[src/common/mwfs_defines.svh]
// offsets, field positions, reset values and codes of the sequencer
`ifndef MWFS_DEFINES_SVH
`define MWFS_DEFINES_SVH
// ----------------------------------------------------------------
// register offsets (byte addresses)
// ----------------------------------------------------------------
`define MWFS_OFF_CTRL 12'h000
`define MWFS_OFF_STAT 12'h004
`define MWFS_OFF_MAR 12'h008
`define MWFS_OFF_RBRLO 12'h00C
`define MWFS_OFF_WCNT 12'h010
`define MWFS_OFF_REG0 12'h020
// ----------------------------------------------------------------
// control fields
// ----------------------------------------------------------------
`define MWFS_CTRL_CMD 1:0
`define MWFS_CTRL_GO 2
`define MWFS_CTRL_WKIND 4:3
`define MWFS_CTRL_3D 5
`define MWFS_CTRL_SEL 9:6
`define MWFS_CTRL_RST 10'h000
// ----------------------------------------------------------------
// commands, write kinds, register numbers, cycle kinds
// ----------------------------------------------------------------
`define MWFS_CMD_WRITE 2'h0
`define MWFS_CMD_FETCH 2'h1
`define MWFS_CMD_IND 2'h2
`define MWFS_WK_STACK 2'h0
`define MWFS_WK_STORE 2'h1
`define MWFS_WK_OUT 2'h2
`define MWFS_REG_RAR 3'h0
`define MWFS_REG_WAR 3'h1
`define MWFS_REG_DSP 3'h6
`define MWFS_SEL_DEC 3
`define MWFS_MAP_DWRITE 2
`define MWFS_MAP_DREAD 4
`define MWFS_AW 18
`endif

[src/common/mwfs_pkg.sv]
// types shared by the sequencer files
package mwfs_pkg;
  // sequencer steps; idle stands for the mode dispatch step
  typedef enum logic [4:0] {
    S_IDLE, S_WENTRY, S_STK_SET, S_STK_REQ, S_STO_SET, S_STO_REQ,
    S_OUT_SET, S_OUT_REQ, S_WACK, S_F2CHK, S_WAIT1, S_ADDR1,
    S_READ1, S_WAIT2, S_ADDR2, S_READF, S_INDF
  } mwfs_state_t;
  // memory cycle request toward the host memory interface
  typedef struct packed {
    logic req;
    logic [4:0] map;
    logic [17:0] addr;
  } mwfs_mreq_t;
  // latched ahb address phase
  typedef struct packed {
    logic act;
    logic wr;
    logic [11:0] addr;
  } mwfs_aphase_t;
endpackage : mwfs_pkg

[src/logic/mwfs_regfile.sv]
// processor register file with registered read port
`timescale 1ns/10ps
module mwfs_regfile #(
  parameter int NREG = 8,
  parameter int AW = 18
) (
  input wire logic clk,
  input wire logic rst_n,
  input wire logic we,
  input wire logic [$clog2(NREG)-1:0] waddr,
  input wire logic [AW-1:0] wdata,
  input wire logic [$clog2(NREG)-1:0] raddr,
  output logic [AW-1:0] rdata_q
);
  logic [AW-1:0] mem [NREG];

  initial begin
    if (NREG < 8 || NREG > 16 || AW < 2) begin
      $error("mwfs_regfile: bad size");
    end
  end

  // ----------------------------------------------------------------
  // storage
  // ----------------------------------------------------------------
  // array not reset; software loads pointers first
  always_ff @(posedge clk) begin
    if (we) begin
      mem[waddr] <= wdata;
    end
  end

  // read data from a flop, a cycle after the address
  always_ff @(posedge clk or negedge rst_n) begin
    if (!rst_n) begin
      rdata_q <= '0;
    end else begin
      rdata_q <= mem[raddr];
    end
  end
endmodule : mwfs_regfile

[src/logic/mwfs_seq.sv]
// write and data fetch microcode sequencer with ahb-lite registers
// ----------------------------------------------------------------
// Summary of operation
// sense flags remember write called from fetch
// write entry dispatches to three write sequences
// stack write loads stack pointer into address
// stack request waits grant, bumps stack pointer
// store write loads read pointer into address
// store request waits grant, bumps read pointer
// output write uses write pointer, counts writes
// output request waits grant, bumps write pointer
// ack write; return unless flag one set
// flag two picks second or first wait
// fetch one word 2d, two words 3d
// first wait: set one, clear two, hold
// second wait sets both flags, else same
// address from selector; decrement only stack pointer
// first address loads command; 2d skips ahead
// read steps stall until read data arrives
// read writes pointer back, fills buffer, flags
// second address same, no command load
// final read clears flags, returns past caller
// indirect end pokes state machines, back idle
// pipeline ready only with buffer flag clear
// memory request held until granted once
// ----------------------------------------------------------------
`timescale 1ns/10ps
`include "mwfs_defines.svh"
module mwfs_seq #(
  parameter int NREG = 8,
  parameter int AW = 18,
  parameter int DW = 36
) (
  input wire logic hclk,
  input wire logic hresetn,
  input wire logic hsel,
  input wire logic [31:0] haddr,
  input wire logic [1:0] htrans,
  input wire logic hwrite,
  input wire logic [2:0] hsize,
  input wire logic [31:0] hwdata,
  input wire logic hready,
  output logic hreadyout,
  output logic hresp,
  output logic [31:0] hrdata,
  output mwfs_pkg::mwfs_mreq_t mem_req,
  output logic [DW-1:0] mem_wdata,
  input wire logic mem_grant,
  input wire logic [DW-1:0] mem_rdata,
  input wire logic read_buffer_flag,
  input wire logic write_request,
  input wire logic [DW-1:0] write_buffer_data,
  output logic write_ack,
  output logic out_flag,
  output logic [DW-1:0] read_buffer_reg,
  output logic cmd_load,
  output logic fsm_poke
);
  localparam int RW = $clog2(NREG);

  initial begin
    if (AW != `MWFS_AW || DW < 32 || NREG < 8 || NREG > 16) begin
      $error("mwfs_seq: bad parameters");
    end
  end

  mwfs_pkg::mwfs_state_t state_q, state_d;
  mwfs_pkg::mwfs_aphase_t ap_q;
  mwfs_pkg::mwfs_mreq_t mreq_q;
  logic [9:0] ctrl_q;
  logic go_q;
  logic f1_q, f2_q;
  logic dec_q;
  logic [AW-1:0] mar_q, mar_d;
  logic dec_d;
  logic [DW-1:0] mbr_q, rbr_q, wdat_q;
  logic [AW-1:0] wcnt_q;
  logic [31:0] hrdata_q;
  logic wack_q, oflag_q, cload_q, fpoke_q;
  logic done;
  logic rf_we;
  logic [RW-1:0] rf_waddr, rf_raddr;
  logic [AW-1:0] rf_wdata, rf_rdata;
  logic ahb_rf_we;
  logic [RW-1:0] sel_reg;

  // ----------------------------------------------------------------
  // helpers
  // ----------------------------------------------------------------
  // register number that a step reads, from the step and selector
  function automatic logic [RW-1:0] reg_of(
    input mwfs_pkg::mwfs_state_t st, input logic [RW-1:0] sel);
    case (st)
      mwfs_pkg::S_STK_SET: reg_of = RW'(`MWFS_REG_DSP);
      mwfs_pkg::S_STO_SET: reg_of = RW'(`MWFS_REG_RAR);
      mwfs_pkg::S_OUT_SET: reg_of = RW'(`MWFS_REG_WAR);
      default: reg_of = sel;
    endcase
  endfunction : reg_of

  // steps that hold a memory cycle request open
  function automatic logic is_req(input mwfs_pkg::mwfs_state_t st);
    case (st)
      mwfs_pkg::S_STK_REQ, mwfs_pkg::S_STO_REQ, mwfs_pkg::S_OUT_REQ,
      mwfs_pkg::S_READ1, mwfs_pkg::S_READF: is_req = 1'b1;
      default: is_req = 1'b0;
    endcase
  endfunction : is_req

  assign sel_reg = RW'(ctrl_q[`MWFS_CTRL_SEL]);
  assign done = mreq_q.req & mem_grant;

  // ----------------------------------------------------------------
  // step sequencing
  // ----------------------------------------------------------------
  // next step; a pending write call wins in wait steps
  always_comb begin
    state_d = state_q;
    case (state_q)
      mwfs_pkg::S_IDLE: begin
        if (go_q) begin
          case (ctrl_q[`MWFS_CTRL_CMD])
            `MWFS_CMD_WRITE: state_d = mwfs_pkg::S_WENTRY;
            `MWFS_CMD_FETCH: state_d = mwfs_pkg::S_WAIT1;
            `MWFS_CMD_IND: state_d = mwfs_pkg::S_INDF;
            default: state_d = mwfs_pkg::S_IDLE;
          endcase
        end
      end
      mwfs_pkg::S_WENTRY: begin
        case (ctrl_q[`MWFS_CTRL_WKIND])
          `MWFS_WK_STACK: state_d = mwfs_pkg::S_STK_SET;
          `MWFS_WK_STORE: state_d = mwfs_pkg::S_STO_SET;
          default: state_d = mwfs_pkg::S_OUT_SET;
        endcase
      end
      mwfs_pkg::S_STK_SET: state_d = mwfs_pkg::S_STK_REQ;
      mwfs_pkg::S_STO_SET: state_d = mwfs_pkg::S_STO_REQ;
      mwfs_pkg::S_OUT_SET: state_d = mwfs_pkg::S_OUT_REQ;
      mwfs_pkg::S_STK_REQ, mwfs_pkg::S_STO_REQ,
      mwfs_pkg::S_OUT_REQ: begin
        if (done) begin
          state_d = mwfs_pkg::S_WACK;
        end
      end
      mwfs_pkg::S_WACK: begin
        // one return level only: flags say fetch was the caller
        state_d = f1_q ? mwfs_pkg::S_F2CHK : mwfs_pkg::S_IDLE;
      end
      mwfs_pkg::S_F2CHK: begin
        state_d = f2_q ? mwfs_pkg::S_WAIT2 : mwfs_pkg::S_WAIT1;
      end
      mwfs_pkg::S_WAIT1, mwfs_pkg::S_WAIT2: begin
        if (write_request) begin
          state_d = mwfs_pkg::S_WENTRY;
        end else if (!read_buffer_flag) begin
          state_d = (state_q == mwfs_pkg::S_WAIT1) ?
                    mwfs_pkg::S_ADDR1 : mwfs_pkg::S_ADDR2;
        end
      end
      mwfs_pkg::S_ADDR1: begin
        state_d = ctrl_q[`MWFS_CTRL_3D] ?
                  mwfs_pkg::S_READ1 : mwfs_pkg::S_READF;
      end
      mwfs_pkg::S_READ1: begin
        if (done) begin
          state_d = mwfs_pkg::S_WAIT2;
        end
      end
      mwfs_pkg::S_ADDR2: state_d = mwfs_pkg::S_READF;
      mwfs_pkg::S_READF: begin
        if (done) begin
          state_d = mwfs_pkg::S_IDLE;
        end
      end
      mwfs_pkg::S_INDF: state_d = mwfs_pkg::S_IDLE;
      default: state_d = mwfs_pkg::S_IDLE;
    endcase
  end

  always_ff @(posedge hclk or negedge hresetn) begin
    if (!hresetn) begin
      state_q <= mwfs_pkg::S_IDLE;
    end else begin
      state_q <= state_d;
    end
  end

  // ----------------------------------------------------------------
  // sense flags
  // ----------------------------------------------------------------
  // set while waiting for the pipeline, cleared by the final read
  always_ff @(posedge hclk or negedge hresetn) begin
    if (!hresetn) begin
      f1_q <= 1'b0;
      f2_q <= 1'b0;
    end else begin
      case (state_q)
        mwfs_pkg::S_WAIT1: begin
          f1_q <= 1'b1;
          f2_q <= 1'b0;
        end
        mwfs_pkg::S_WAIT2: begin
          f1_q <= 1'b1;
          f2_q <= 1'b1;
        end
        mwfs_pkg::S_READF: begin
          if (done) begin
            f1_q <= 1'b0;
            f2_q <= 1'b0;
          end
        end
        default: f1_q <= f1_q;
      endcase
    end
  end

  // ----------------------------------------------------------------
  // memory address register and write counter
  // ----------------------------------------------------------------
  // register data is ready on entry, read address follows state_d;
  // the request takes mar_d so it never carries a stale address
  always_comb begin
    mar_d = mar_q;
    dec_d = dec_q;
    case (state_q)
      mwfs_pkg::S_STK_SET, mwfs_pkg::S_STO_SET,
      mwfs_pkg::S_OUT_SET: begin
        mar_d = rf_rdata;
        dec_d = 1'b0;
      end
      mwfs_pkg::S_ADDR1, mwfs_pkg::S_ADDR2: begin
        // pop only off the stack pointer
        dec_d = ctrl_q[6 + `MWFS_SEL_DEC] &&
                sel_reg == RW'(`MWFS_REG_DSP);
        mar_d = dec_d ? rf_rdata - AW'(1) : rf_rdata;
      end
      default: mar_d = mar_q;
    endcase
  end

  always_ff @(posedge hclk or negedge hresetn) begin
    if (!hresetn) begin
      mar_q <= '0;
      dec_q <= 1'b0;
    end else begin
      mar_q <= mar_d;
      dec_q <= dec_d;
    end
  end

  always_ff @(posedge hclk or negedge hresetn) begin
    if (!hresetn) begin
      wcnt_q <= '0;
    end else if (state_q == mwfs_pkg::S_OUT_SET) begin
      wcnt_q <= wcnt_q + AW'(1);
    end
  end

  // ----------------------------------------------------------------
  // memory cycle request
  // ----------------------------------------------------------------
  // request follows the next step so it drops the edge after grant
  always_ff @(posedge hclk or negedge hresetn) begin
    if (!hresetn) begin
      mreq_q <= '0;
      wdat_q <= '0;
    end else begin
      mreq_q.req <= is_req(state_d);
      mreq_q.addr <= mar_d;
      mreq_q.map <= '0;
      if (state_d == mwfs_pkg::S_READ1 ||
          state_d == mwfs_pkg::S_READF) begin
        mreq_q.map[`MWFS_MAP_DREAD] <= 1'b1;
      end else if (is_req(state_d)) begin
        mreq_q.map[`MWFS_MAP_DWRITE] <= 1'b1;
      end
      if (is_req(state_d) && !is_req(state_q)) begin
        wdat_q <= write_buffer_data;
      end
    end
  end

  // ----------------------------------------------------------------
  // read data path toward the pipeline
  // ----------------------------------------------------------------
  // read steps finish on grant, which carries the data
  always_ff @(posedge hclk or negedge hresetn) begin
    if (!hresetn) begin
      mbr_q <= '0;
      rbr_q <= '0;
      oflag_q <= 1'b0;
    end else begin
      oflag_q <= 1'b0;
      if (done && mreq_q.map[`MWFS_MAP_DREAD]) begin
        mbr_q <= mem_rdata;
        rbr_q <= mem_rdata;
        oflag_q <= 1'b1;
      end
    end
  end

  // one-cycle strobes to the pipeline and write buffer
  always_ff @(posedge hclk or negedge hresetn) begin
    if (!hresetn) begin
      wack_q <= 1'b0;
      cload_q <= 1'b0;
      fpoke_q <= 1'b0;
    end else begin
      wack_q <= (state_q == mwfs_pkg::S_WACK);
      cload_q <= (state_q == mwfs_pkg::S_ADDR1);
      fpoke_q <= (state_q == mwfs_pkg::S_INDF);
    end
  end

  // ----------------------------------------------------------------
  // register file port sharing
  // ----------------------------------------------------------------
  // sequencer writes back on grant; software only while idle
  assign ahb_rf_we = ap_q.act && ap_q.wr &&
    state_q == mwfs_pkg::S_IDLE && ap_q.addr[11:5] == 7'h01 &&
    32'(ap_q.addr[4:2]) < NREG;
  always_comb begin
    rf_we = 1'b0;
    rf_waddr = sel_reg;
    rf_wdata = mar_q + AW'(1);
    case (state_q)
      mwfs_pkg::S_STK_REQ: begin
        rf_we = done;
        rf_waddr = RW'(`MWFS_REG_DSP);
      end
      mwfs_pkg::S_STO_REQ: begin
        rf_we = done;
        rf_waddr = RW'(`MWFS_REG_RAR);
      end
      mwfs_pkg::S_OUT_REQ: begin
        rf_we = done;
        rf_waddr = RW'(`MWFS_REG_WAR);
      end
      mwfs_pkg::S_READ1, mwfs_pkg::S_READF: begin
        rf_we = done;
        rf_wdata = dec_q ? mar_q : mar_q + AW'(1);
      end
      default: begin
        rf_we = ahb_rf_we;
        rf_waddr = RW'(ap_q.addr[4:2]);
        rf_wdata = hwdata[AW-1:0];
      end
    endcase
    rf_raddr = reg_of(state_d, sel_reg);
  end

  mwfs_regfile #(.NREG(NREG), .AW(AW)) u_regs (
    .clk(hclk),
    .rst_n(hresetn),
    .we(rf_we),
    .waddr(rf_waddr),
    .wdata(rf_wdata),
    .raddr(rf_raddr),
    .rdata_q(rf_rdata)
  );

  // ----------------------------------------------------------------
  // ahb-lite slave
  // ----------------------------------------------------------------
  // zero wait: read data registered in the address phase
  always_ff @(posedge hclk or negedge hresetn) begin
    if (!hresetn) begin
      ap_q <= '0;
      hrdata_q <= '0;
    end else begin
      ap_q.act <= hsel && htrans[1] && hready && hsize == 3'h2;
      ap_q.wr <= hwrite;
      ap_q.addr <= haddr[11:0];
      hrdata_q <= '0;
      if (hsel && htrans[1] && hready && !hwrite) begin
        case (haddr[11:0])
          `MWFS_OFF_CTRL: hrdata_q <= 32'(ctrl_q);
          `MWFS_OFF_STAT: hrdata_q <= {24'h00_0000,
            state_q != mwfs_pkg::S_IDLE, f2_q, f1_q, state_q};
          `MWFS_OFF_MAR: hrdata_q <= 32'(mar_q);
          `MWFS_OFF_RBRLO: hrdata_q <= rbr_q[31:0];
          `MWFS_OFF_WCNT: hrdata_q <= 32'(wcnt_q);
          default: hrdata_q <= 32'h0000_0000;
        endcase
      end
    end
  end

  // control register; go taken only while idle
  always_ff @(posedge hclk or negedge hresetn) begin
    if (!hresetn) begin
      ctrl_q <= `MWFS_CTRL_RST;
      go_q <= 1'b0;
    end else begin
      go_q <= 1'b0;
      if (ap_q.act && ap_q.wr && ap_q.addr == `MWFS_OFF_CTRL &&
          state_q == mwfs_pkg::S_IDLE && !go_q) begin
        ctrl_q <= hwdata[9:0];
        ctrl_q[`MWFS_CTRL_GO] <= 1'b0;
        go_q <= hwdata[`MWFS_CTRL_GO];
      end
    end
  end

  // ----------------------------------------------------------------
  // outputs
  // ----------------------------------------------------------------
  assign hreadyout = 1'b1;
  assign hresp = 1'b0;
  assign hrdata = hrdata_q;
  assign mem_req = mreq_q;
  assign mem_wdata = wdat_q;
  assign write_ack = wack_q;
  assign out_flag = oflag_q;
  assign read_buffer_reg = rbr_q;
  assign cmd_load = cload_q;
  assign fsm_poke = fpoke_q;
endmodule : mwfs_seq

[config.mk]
export PLATFORM = sky130hd
export DESIGN_NAME = mwfs_seq
export DESIGN_NICKNAME = d
export VERILOG_FILES = /design/src/common/mwfs_pkg.sv /design/src/logic/mwfs_regfile.sv /design/src/logic/mwfs_seq.sv
export VERILOG_INCLUDE_DIRS = /design/src /design/src/common
export SDC_FILE = /design/constraint.sdc
export NUM_CORES = 1
export LEC_CHECK = 0
export BUFFER_PORTS_ARGS = -buffer_cell sky130_fd_sc_hd__buf_4
export CORE_ASPECT_RATIO = 1.5
export CORE_MARGIN = 2
export CORE_UTILIZATION = 55
export DETAILED_ROUTE_END_ITERATION = 16
export GPL_ROUTABILITY_DRIVEN = 0
export PLACE_DENSITY = 0.88
export SLEW_MARGIN = 20
export SYNTH_ARGS = -nofsm -noshare
export SYNTH_HDL_FRONTEND = slang
export SYNTH_SLANG_ARGS = --single-unit
[constraint.sdc]
create_clock -name hclk -period 4.59 [get_ports hclk]
set_input_delay 0.459 -clock hclk [delete_from_list [all_inputs] [get_ports hclk]]
set_output_delay 0.459 -clock hclk [all_outputs]
set_load 0.005 [all_outputs]
==> results of run 1 <==
worst paths after layout:
kind                             from          endpoint  slack (ns)
max                        state_q[1]  u_regs.mem[0][0]        1.02
min                          haddr[6]           ap_q[6]        0.01
max reg2reg                state_q[1]  u_regs.mem[0][0]        1.02
min reg2reg                wcnt_q[17]        wcnt_q[17]        0.48
max in group asynchronous     hresetn     mem_wdata[10]        3.13
min in group asynchronous     hresetn       mem_req[20]        0.50
worst register-to-register path, stage by stage (launching register included):
cell and delay, ns:
dfrtp_1 0.68, nand2b_1 0.31, a21o_1 0.22, a32oi_1 0.37, nor2_1 0.13, o21ai_1 0.58, and3b_1 0.88
what timing repair did:
item | in CTS | in global routing
hold endpoints to repair | 4 | 0
resized for setup | 0 | 0
hold buffers | 1 | 0
power breakdown:
part           internal [mW]  switching [mW]  leakage, nW  total (mW)
logic                   1.51            1.70         3.14        3.21
clock network           1.36            1.10        0.484        2.45
registers               4.07           0.624         3.77        4.69
total                   6.93            3.42         7.40        10.4
final cells by class:
type	instances	area, um^2
Multi-Input combinational cell	701	5070
Sequential cell	341	9250
Inverter	15	56.3
Clock inverter	16	121
Fill cell	1710	8570
Tap cell	337	422
Timing Repair Buffer	261	1980
Clock buffer	37	840
metal layers:
layer	up-vias	wire, um	part of all wire (%)	track usage (%)
met4	0	2390	6.3	17.7
met2	601	20000	52	47.7
met3	162	2680	7.0	3.85
met1	5190	13000	34	29.5
li1	4618	-	-	-
met5	-	0	0	0
Yosys cell counts (8+ instances only):
cell	instances	area (um^2)
o221a_2	9	101
o21ai_0	32	160
inv_1	15	56.3
nand2_1	64	240
mux2i_1	32	320
nor2_1	93	349
nand3b_1	8	60.1
and3_1	14	87.6
nor4_1	29	181
buf_2	8	40.0
mux2_2	101	1140
o221ai_1	18	158
dfrtp_1	197	4930
xnor2_1	26	228
edfxtp_1	144	4320
o221a_1	9	101
nor2b_1	8	50.1
clkbuf_1	48	180
nand3_1	20	100
or3_1	8	50.1
nor3b_1	9	67.6
nor3_1	17	85.1
xor2_1	11	96.3
a211oi_1	23	173
and2_1	20	125
a21oi_1	41	205
cell families after synthesis:
group | count (synthesis) | synth area share, %
other | 2 | 0.0513
buffers and inverters | 84 | 2.40
adder cells (fa/ha/maj) | 4 | 0.325
multiplexers | 141 | 11.0
AO/OA/AOI/OAI | 185 | 8.97
flip-flops | 341 | 63.3
XOR/XNOR | 37 | 2.22
AND/OR/NAND/NOR | 329 | 11.7
per-stage QoR:
step                hold WS, ns  instances
floorplan                 0.163       1126
global placement          0.467       1654
detailed placement        0.466       1654
CTS                     0.00100       1708
global route            0.00531       1708
finish                   0.0125       1708
==> results_dict.tcl, run 1 <==
set metrics [dict create \
    outcome "completed" \
    numCtsBuffers 29 \
    grt_max_degree 101 \
    row_count 73 \
    cp.depth 6 \
    root_buffer "clkbuf_16" \
    crit_slowest_cell "and3b_1" \
    place_ws_ns 1.10 \
    ys_seq_elements 341 \
    antennaDiodeCount 0 \
    min_period_ns 3.57 \
    post_cts_buffers 0 \
    synthArstFlopShare_pct 57.8 \
    clkTransAtPathRegs_ns 0.07 \
    grt_pass1_vias 10794 \
    chipWidth_um 137 \
    antenna_left 0 \
    power_mw 10.4 \
    hold_path.class "input port to flip-flop" \
    rsz0062_at_grt "no" \
    slew_viol_final 0 \
    h-tree-depth 1 \
    worst-path-buf-inv 0 \
    start_kind "flip-flop" \
    drive_gt1_share_pct 32.5 \
    finalHoldViolCount 0 \
    crit_family "simple AND/OR/NAND/NOR gates" \
    p_leak_nw 7.40 \
    post-route-period-util_pct 77.7 \
    cts_num_sinks 341 \
    path_class "flip-flop to flip-flop" \
    ir_drop_uv 375 \
    clk-insertion-delay-late_ns 0.57 \
    drc_errors 0 \
    hold_depth 1 \
    antenna_found_initial 0 \
    viasPerCell 6.19 \
    wirelength_um 38100 \
    clockBufferDepth 3 \
    critPathArrivalTime_ns 3.74 \
    num_vias 10571 \
    fmax_ghz 0.280 \
    final_common_cell "buf_4" \
    dieArea_um2 27900 \
    core_um2 26300 \
    grtUsageTotal_pct 26.9 \
    final_area_um2 17700 \
    drt_iter0_drc 915 \
    crit_fanout 28 \
    most-common-layout-cells "buf_4, dfrtp_1, edfxtp_1, mux2_2, nor2_1" \
    overflow 0 \
    ys_seq_area_share_pct 63.3 \
    largest_register_ffs 144 \
    fp.dieH_um 204 \
    slew_headroom_pct 31.3 \
    worstSetupEndpointType "flip-flop" \
    synth_edf_count 144 \
    syn_area_per_cell_um2 13.0 \
    dpl_cell_area_um2 16800 \
    yosysWarnings 0 \
    slowest_delay_ns 0.88 \
    fin_util_pct 67.4 \
    setup_tns_ns 0 \
    synthFlopType "dfrtp_1" \
    crit_chain "nand2b_1, a21o_1, a32oi_1, nor2_1, o21ai_1, and3b_1" \
    io_pins 283 \
    skew_ns 0.0162 \
    worstRegToRegCells 6 \
    grt_pass1_wl_um 57900 \
    power_density_nw_per_um2 584 \
    setup_violations 0 \
    required_ns 4.77 \
    routedWlPerCell_um 22.3 \
    tightest_slew_ns 1.03 \
    cts_tree "built" \
    nets 1501 \
    start_util_pct 55.6 \
    drt_first_pass_iters 5 \
    post-route-worst-setup-slack_ns 1.02 \
    synth_cells 1123 \
    dp_hpwl_um 26100 \
    netlist_area_um2 14600 \
    io_buffer_count 242 \
    area_growth_pct 21.3 \
    cap_violations 0 \
    yosysUniqueCellTypes 69 \
]
No activity file was read; power rests on OpenSTA's default activity.
==> inputs of run 2 (changes only) <==
Settings changed: CORE_UTILIZATION 55 to 50, PLACE_DENSITY 0.88 to 0.85.
Clock period 4.59 ns to 3.2 ns, I/O delays scaled along.
==> run 2 against run 1 <==
Clock skew grew 0.0075 ns. Worst setup slack lost 0.86 ns. Power grew 50%. Cell count grew 9.7%. Non-clock buffer count grew 110. Design area grew 6.9%. Sequential share of layout area shrank 3.4 points. Largest cell class unchanged. Largest power group unchanged.
==> results_dict.tcl, run 2 (synthesis gave the netlist of run 1 again) <==
set metrics [dict create \
    hold_path.class "input port to flip-flop" \
    antenna_left 0 \
    final_area_um2 19000 \
    path_class "flip-flop to flip-flop" \
    slew_headroom_pct 34.6 \
    power_mw 15.6 \
    antennaDiodeCount 0 \
    ir_drop_uv 436 \
    grt.busiest_layer "met2" \
    outcome "completed" \
    setup_violations 0 \
    numCtsBuffers 30 \
    io_buffer_count 242 \
    antenna_found_initial 0 \
    min_to "mem_wdata[0]" \
    power_density_nw_per_um2 820 \
    pwr-share-clk_pct 24.6 \
    cts_num_sinks 341 \
    drt_first_pass_iters 6 \
    overflow 0 \
    fin_util_pct 66.1 \
    n_fill_cell 1841 \
    p_leak_nw 7.92 \
    viasPerCell 5.90 \
    power.internal_mw 10.4 \
    worstHoldStart "write_buffer_data[0]" \
    most-common-layout-cells "buf_4, dfrtp_1, edfxtp_1, mux2_2, nor2_1" \
    routedWlPerCell_um 21.9 \
    hold_ws_ns 0.00933 \
    met3_usage_pct 3.75 \
    finalHoldViolCount 0 \
    start_kind "flip-flop" \
    cap_violations 0 \
    use_met2_pct 47.5 \
    dpl_cell_area_um2 17000 \
    grt_pass1_vias 11283 \
    h-tree-depth 1 \
    io_pins 283 \
    post_cts_buffers 0 \
    tightest_slew_ns 0.978 \
    p_sw_mw 5.17 \
    swShare_pct 33.2 \
    fp.dieH_um 213 \
    row_count 76 \
    multi_input_area_um2 5060 \
    final_common_cell "buf_4" \
    power_frac_seq_pct 43.0 \
    grt_max_degree 105 \
    use_met1_pct 29.0 \
    clk-insertion-delay-late_ns 0.58 \
    min_period_ns 3.03 \
    hold_depth 2 \
    largest_register_ffs 144 \
    wirelength_um 41000 \
    rsz0062_at_grt "no" \
    post-route-period-util_pct 94.8 \
    num_vias 11052 \
    required_ns 3.43 \
    drc_errors 0 \
    nets 1612 \
    combinationalPowerShare_pct 32.5 \
    worstRegToRegCells 8 \
    r2r_slack_ns 0.17 \
    chipWidth_um 144 \
    r2r-start "state_q[3]" \
    dieArea_um2 30700 \
    drive_gt1_share_pct 31.8 \
    core_um2 28700 \
    grt_pass1_wl_um 61600 \
    drt_iter0_drc 965 \
    skew_ns 0.0238 \
    area_growth_pct 29.7 \
    seqCellArea_um2 9250 \
    fmax_ghz 0.330 \
    clockBufferDepth 3 \
    grtUsageTotal_pct 26.1 \
    dp_hpwl_um 26600 \
    slew_viol_final 0 \
    clkTransAtPathRegs_ns 0.07 \
    cts_tree "built" \
    worstSetupEndpointType "flip-flop" \
    start_util_pct 50.9 \
    critPathArrivalTime_ns 3.27 \
    crit_fanout 13 \
    root_buffer "clkbuf_16" \
    r2r-end "u_regs.mem[7][8]" \
]
[run 2: cell count changes in the layout (fill, tap and decap cells not counted), moves of 2 or more]
cell / previous run / this run
clkinv_2: 8 / 6
buf_4: 258 / 280
buf_12: 1 / 3
bufinv_16: 1 / 3
dlygate4sd3_1: 1 / 87
[run 2: through the flow]
step | cells | setup WS [ns] | setup TNS, ns
finish | 1874 | 0.165 | 0
global route | 1874 | 0.0133 | 0
detailed placement | 1731 | 0.310 | 0
CTS | 1874 | 0.290 | 0
floorplan | 1126 | -0.299 | -14.56
global placement | 1731 | 0.379 | 0
[run 2: what timing repair did]
action                                  CTS  global route
gates resized for setup                   0             1
endpoints found under the hold margin   185             0
hold buffers                             87             0
endpoints found under the setup margin    0            36
[run 2: worst max-delay path by stage]
| stage | from | endpoint | slack [ns] | cells past startpoint |
|---|---|---|---|---|
| after floorplan | state_q[1] | u_regs.mem[4][0] | -0.30 | 9 |
| after global placement | state_q[2] | u_regs.mem[3][14] | 0.38 | 7 |
| after detailed placement | state_q[2] | u_regs.mem[5][12] | 0.31 | 7 |
| after CTS | state_q[2] | u_regs.mem[5][2] | 0.29 | 7 |
| after global routing | state_q[3] | u_regs.mem[5][7] | 0.01 | 8 |
| final | state_q[3] | u_regs.mem[7][8] | 0.17 | 8 |
[run 2: critical path, cell delays in order, from the launching register on]
cell,delay (ns)
dfrtp_1,0.58
buf_4,0.27
nand2_1,0.13
nor3_1,0.22
buf_4,0.21
nand2_1,0.26
a21oi_1,0.22
a31oi_1,0.05
o21ai_0,0.76
[run 2: layout make-up]
type	instances	share of cell area (%)
multi-input cells	701	26.7
repair buffers	371	16.1
well taps	390	2.57
flip-flops and latches	341	48.8
inverters	15	0.297
clock buffers	38	4.55
clock inverters	18	1.05
[run 2: power by group through the flow]
stage	registers, mW	clock network, mW	logic (mW)
2_1_floorplan	6.45	0	2.76
3_3_place_gp	6.64	0	4.60
4_1_cts	6.61	3.84	4.90
3_5_place_dp	6.68	0	4.76
5_1_grt	6.76	4.03	5.42
6_report	6.69	3.83	5.05
[run 2: per-layer routing]
layer  routed length [um]  vias up  part of all wire (%)
li1                     -     4846                     -
met4                 2250        0                   5.5
met1                14300     5421                    35
met5                    0        -                     0
met2                21500      638                    52
met3                 3010      147                   7.3
==> inputs of run 3 (changes only) <==
Settings changed: RECOVER_POWER set to 100.
==> run 3 against run 2 <==
The run now ends with max-capacitance violations, max-slew violations left. Hold slack better by 0.00072 ns. Via count shrank 0.24%. Die area unchanged. Sequential cell count unchanged. Design area is 1.6% lower. Non-clock buffer count is the same. Register-to-register slack about the same. Clock skew decreased by 0.0035 ns. Combinational power is 6.1% lower. Global-route usage unchanged. Maximum frequency down 0.37%. Utilization decreased by 1.1 points. Critical path type unchanged.
==> results_dict.tcl, run 3 (synthesis gave the netlist of run 1 again) <==
set metrics [dict create \
    io_buffer_count 242 \
    row_count 76 \
    start_kind "flip-flop" \
    slew_headroom_pct -66.3 \
    hold_depth 2 \
    tightest_slew_ns 2.49 \
    r2r-end "u_regs.mem[7][8]" \
    start_util_pct 50.9 \
    drt_iter0_drc 960 \
    min_period_ns 3.05 \
    grt_pass1_wl_um 61600 \
    p_leak_nw 7.60 \
    required_ns 3.43 \
    cts_num_sinks 341 \
    min_to "mem_wdata[0]" \
    seqCellArea_um2 9250 \
    dp_hpwl_um 26600 \
    met3_usage_pct 3.75 \
    slew_viol_final 167 \
    skew_ns 0.0202 \
    multi_input_area_um2 5040 \
    power_density_nw_per_um2 816 \
    nets 1612 \
    critPathArrivalTime_ns 3.28 \
    outcome "finished with violations" \
    use_met2_pct 47.5 \
    crit_fanout 13 \
    crit_slowest_cell "o21ai_0" \
    most-common-layout-cells "dfrtp_1, edfxtp_1, buf_4, mux2_2, nor2_1" \
    n_fill_cell 1967 \
    post-route-period-util_pct 95.2 \
    antenna_found_initial 0 \
    fmax_ghz 0.328 \
    r2r_slack_ns 0.15 \
    numCtsBuffers 30 \
    violations "max-capacitance violations, max-slew violations" \
    antenna_left 0 \
    cts_tree "built" \
    hold_path.class "input port to flip-flop" \
    drt_first_pass_iters 7 \
    root_buffer "clkbuf_16" \
    dieArea_um2 30700 \
    clockBufferDepth 3 \
    crit_family "compound AO/OA/AOI/OAI gates" \
    chipWidth_um 144 \
    rsz0062_at_grt "no" \
    h-tree-depth 1 \
    largest_register_ffs 144 \
    clkTransAtPathRegs_ns 0.07 \
    use_met1_pct 29.0 \
    wirelength_um 40800 \
    cap_violations 3 \
    overflow 0 \
    io_pins 283 \
    crit_chain "buf_4, nand2_1, nor3_1, buf_4, nand2_1, a21oi_1, a31oi_1, o21ai_0" \
    place_ws_ns 0.310 \
    post-route-worst-setup-slack_ns 0.154 \
    finalHoldViolCount 0 \
    worst-path-buf-inv 2 \
    path_class "flip-flop to flip-flop" \
    grt_pass1_vias 11283 \
    drc_errors 0 \
    viasPerCell 5.88 \
    core_um2 28700 \
    worstRegToRegCells 8 \
    worstSetupEndpointType "flip-flop" \
    grt.busiest_layer "met2" \
    antennaDiodeCount 0 \
    grt_max_degree 105 \
    clk-insertion-delay-late_ns 0.58 \
    post_cts_buffers 0 \
    area_growth_pct 27.6 \
    grtUsageTotal_pct 26.1 \
    setup_violations 0 \
    fp.dieH_um 213 \
    routedWlPerCell_um 21.8 \
    r2r-start "state_q[3]" \
    num_vias 11026 \
    worstHoldStart "write_buffer_data[0]" \
    drive_gt1_share_pct 26.8 \
    slowest_delay_ns 0.78 \
    ir_drop_uv 434 \
    final_common_cell "dfrtp_1" \
    power_mw 15.2 \
]
## run 3: cell types whose count changed in the layout (fill, tap and decap cells not counted), moves of 2 or more
cell      before  now
buf_4        280  117
clkbuf_4       0   90
buf_2          0    2
clkbuf_1       2   70
and2_0         0   17
nor3b_1        6    8
nor3b_2        3    1
clkbuf_2       0    4
and2_1        20    3
## run 3: final cells by class
type	count	share of cell area, %
clock inverter	18	1.07
timing repair buffer	371	14.8
clock buffer	38	4.62
inverter	15	0.302
tap	390	2.61
sequential	341	49.6
multi-input combinational	701	27.0
## run 3: what timing repair did
action | in CTS | in global routing
gates resized for setup | 0 | 1
hold buffers | 87 | 0
endpoints found under the setup margin | 0 | 36
hold endpoints to repair | 185 | 0
## run 3: worst max-delay path by stage
stage,start,endpoint,slack [ns],cells past startpoint
2_1_floorplan,state_q[1],u_regs.mem[4][0],-0.30,9
3_3_place_gp,state_q[2],u_regs.mem[3][14],0.38,7
3_5_place_dp,state_q[2],u_regs.mem[5][12],0.31,7
4_1_cts,state_q[2],u_regs.mem[5][2],0.29,7
5_1_grt,state_q[3],u_regs.mem[4][0],0.007,7
6_report,state_q[3],u_regs.mem[7][8],0.15,8
## run 3: power by group
| part | total (mW) | switching (mW) | leakage [nW] | internal, mW |
|---|---|---|---|---|
| clock network | 3.82 | 1.65 | 0.525 | 2.17 |
| registers | 6.67 | 0.837 | 3.77 | 5.83 |
| logic | 4.74 | 2.63 | 3.31 | 2.12 |
| total | 15.2 | 5.12 | 7.60 | 10.1 |
## run 3: layer usage
metal / vias to the layer above / wire length, um
met5: - / 0
met3: 152 / 2900
li1: 4839 / -
met2: 613 / 21600
met1: 5422 / 14100
met4: 0 / 2300
## run 3: worst register-to-register path, delay by kind of cell (launching register included)
kind / cells / cell delay, ns
compound gates: 3 / 1.06
simple gates: 3 / 0.61
flops: 1 / 0.56
buf+inv: 2 / 0.47
## run 3: per-stage QoR
stage	cell area [um^2]	instances	setup TNS [ns]	hold slack, ns	util [%]
after floorplan	14600	1126	-14.56	0.0244	-
after global placement	17000	1731	0	0.439	59.3
after detailed placement	17000	1731	0	0.439	59.3
after CTS	19000	1874	0	0.00121	66.1
after global routing	18700	1874	0	0.00291	65.0
final	18700	1874	0	0.0101	65.0
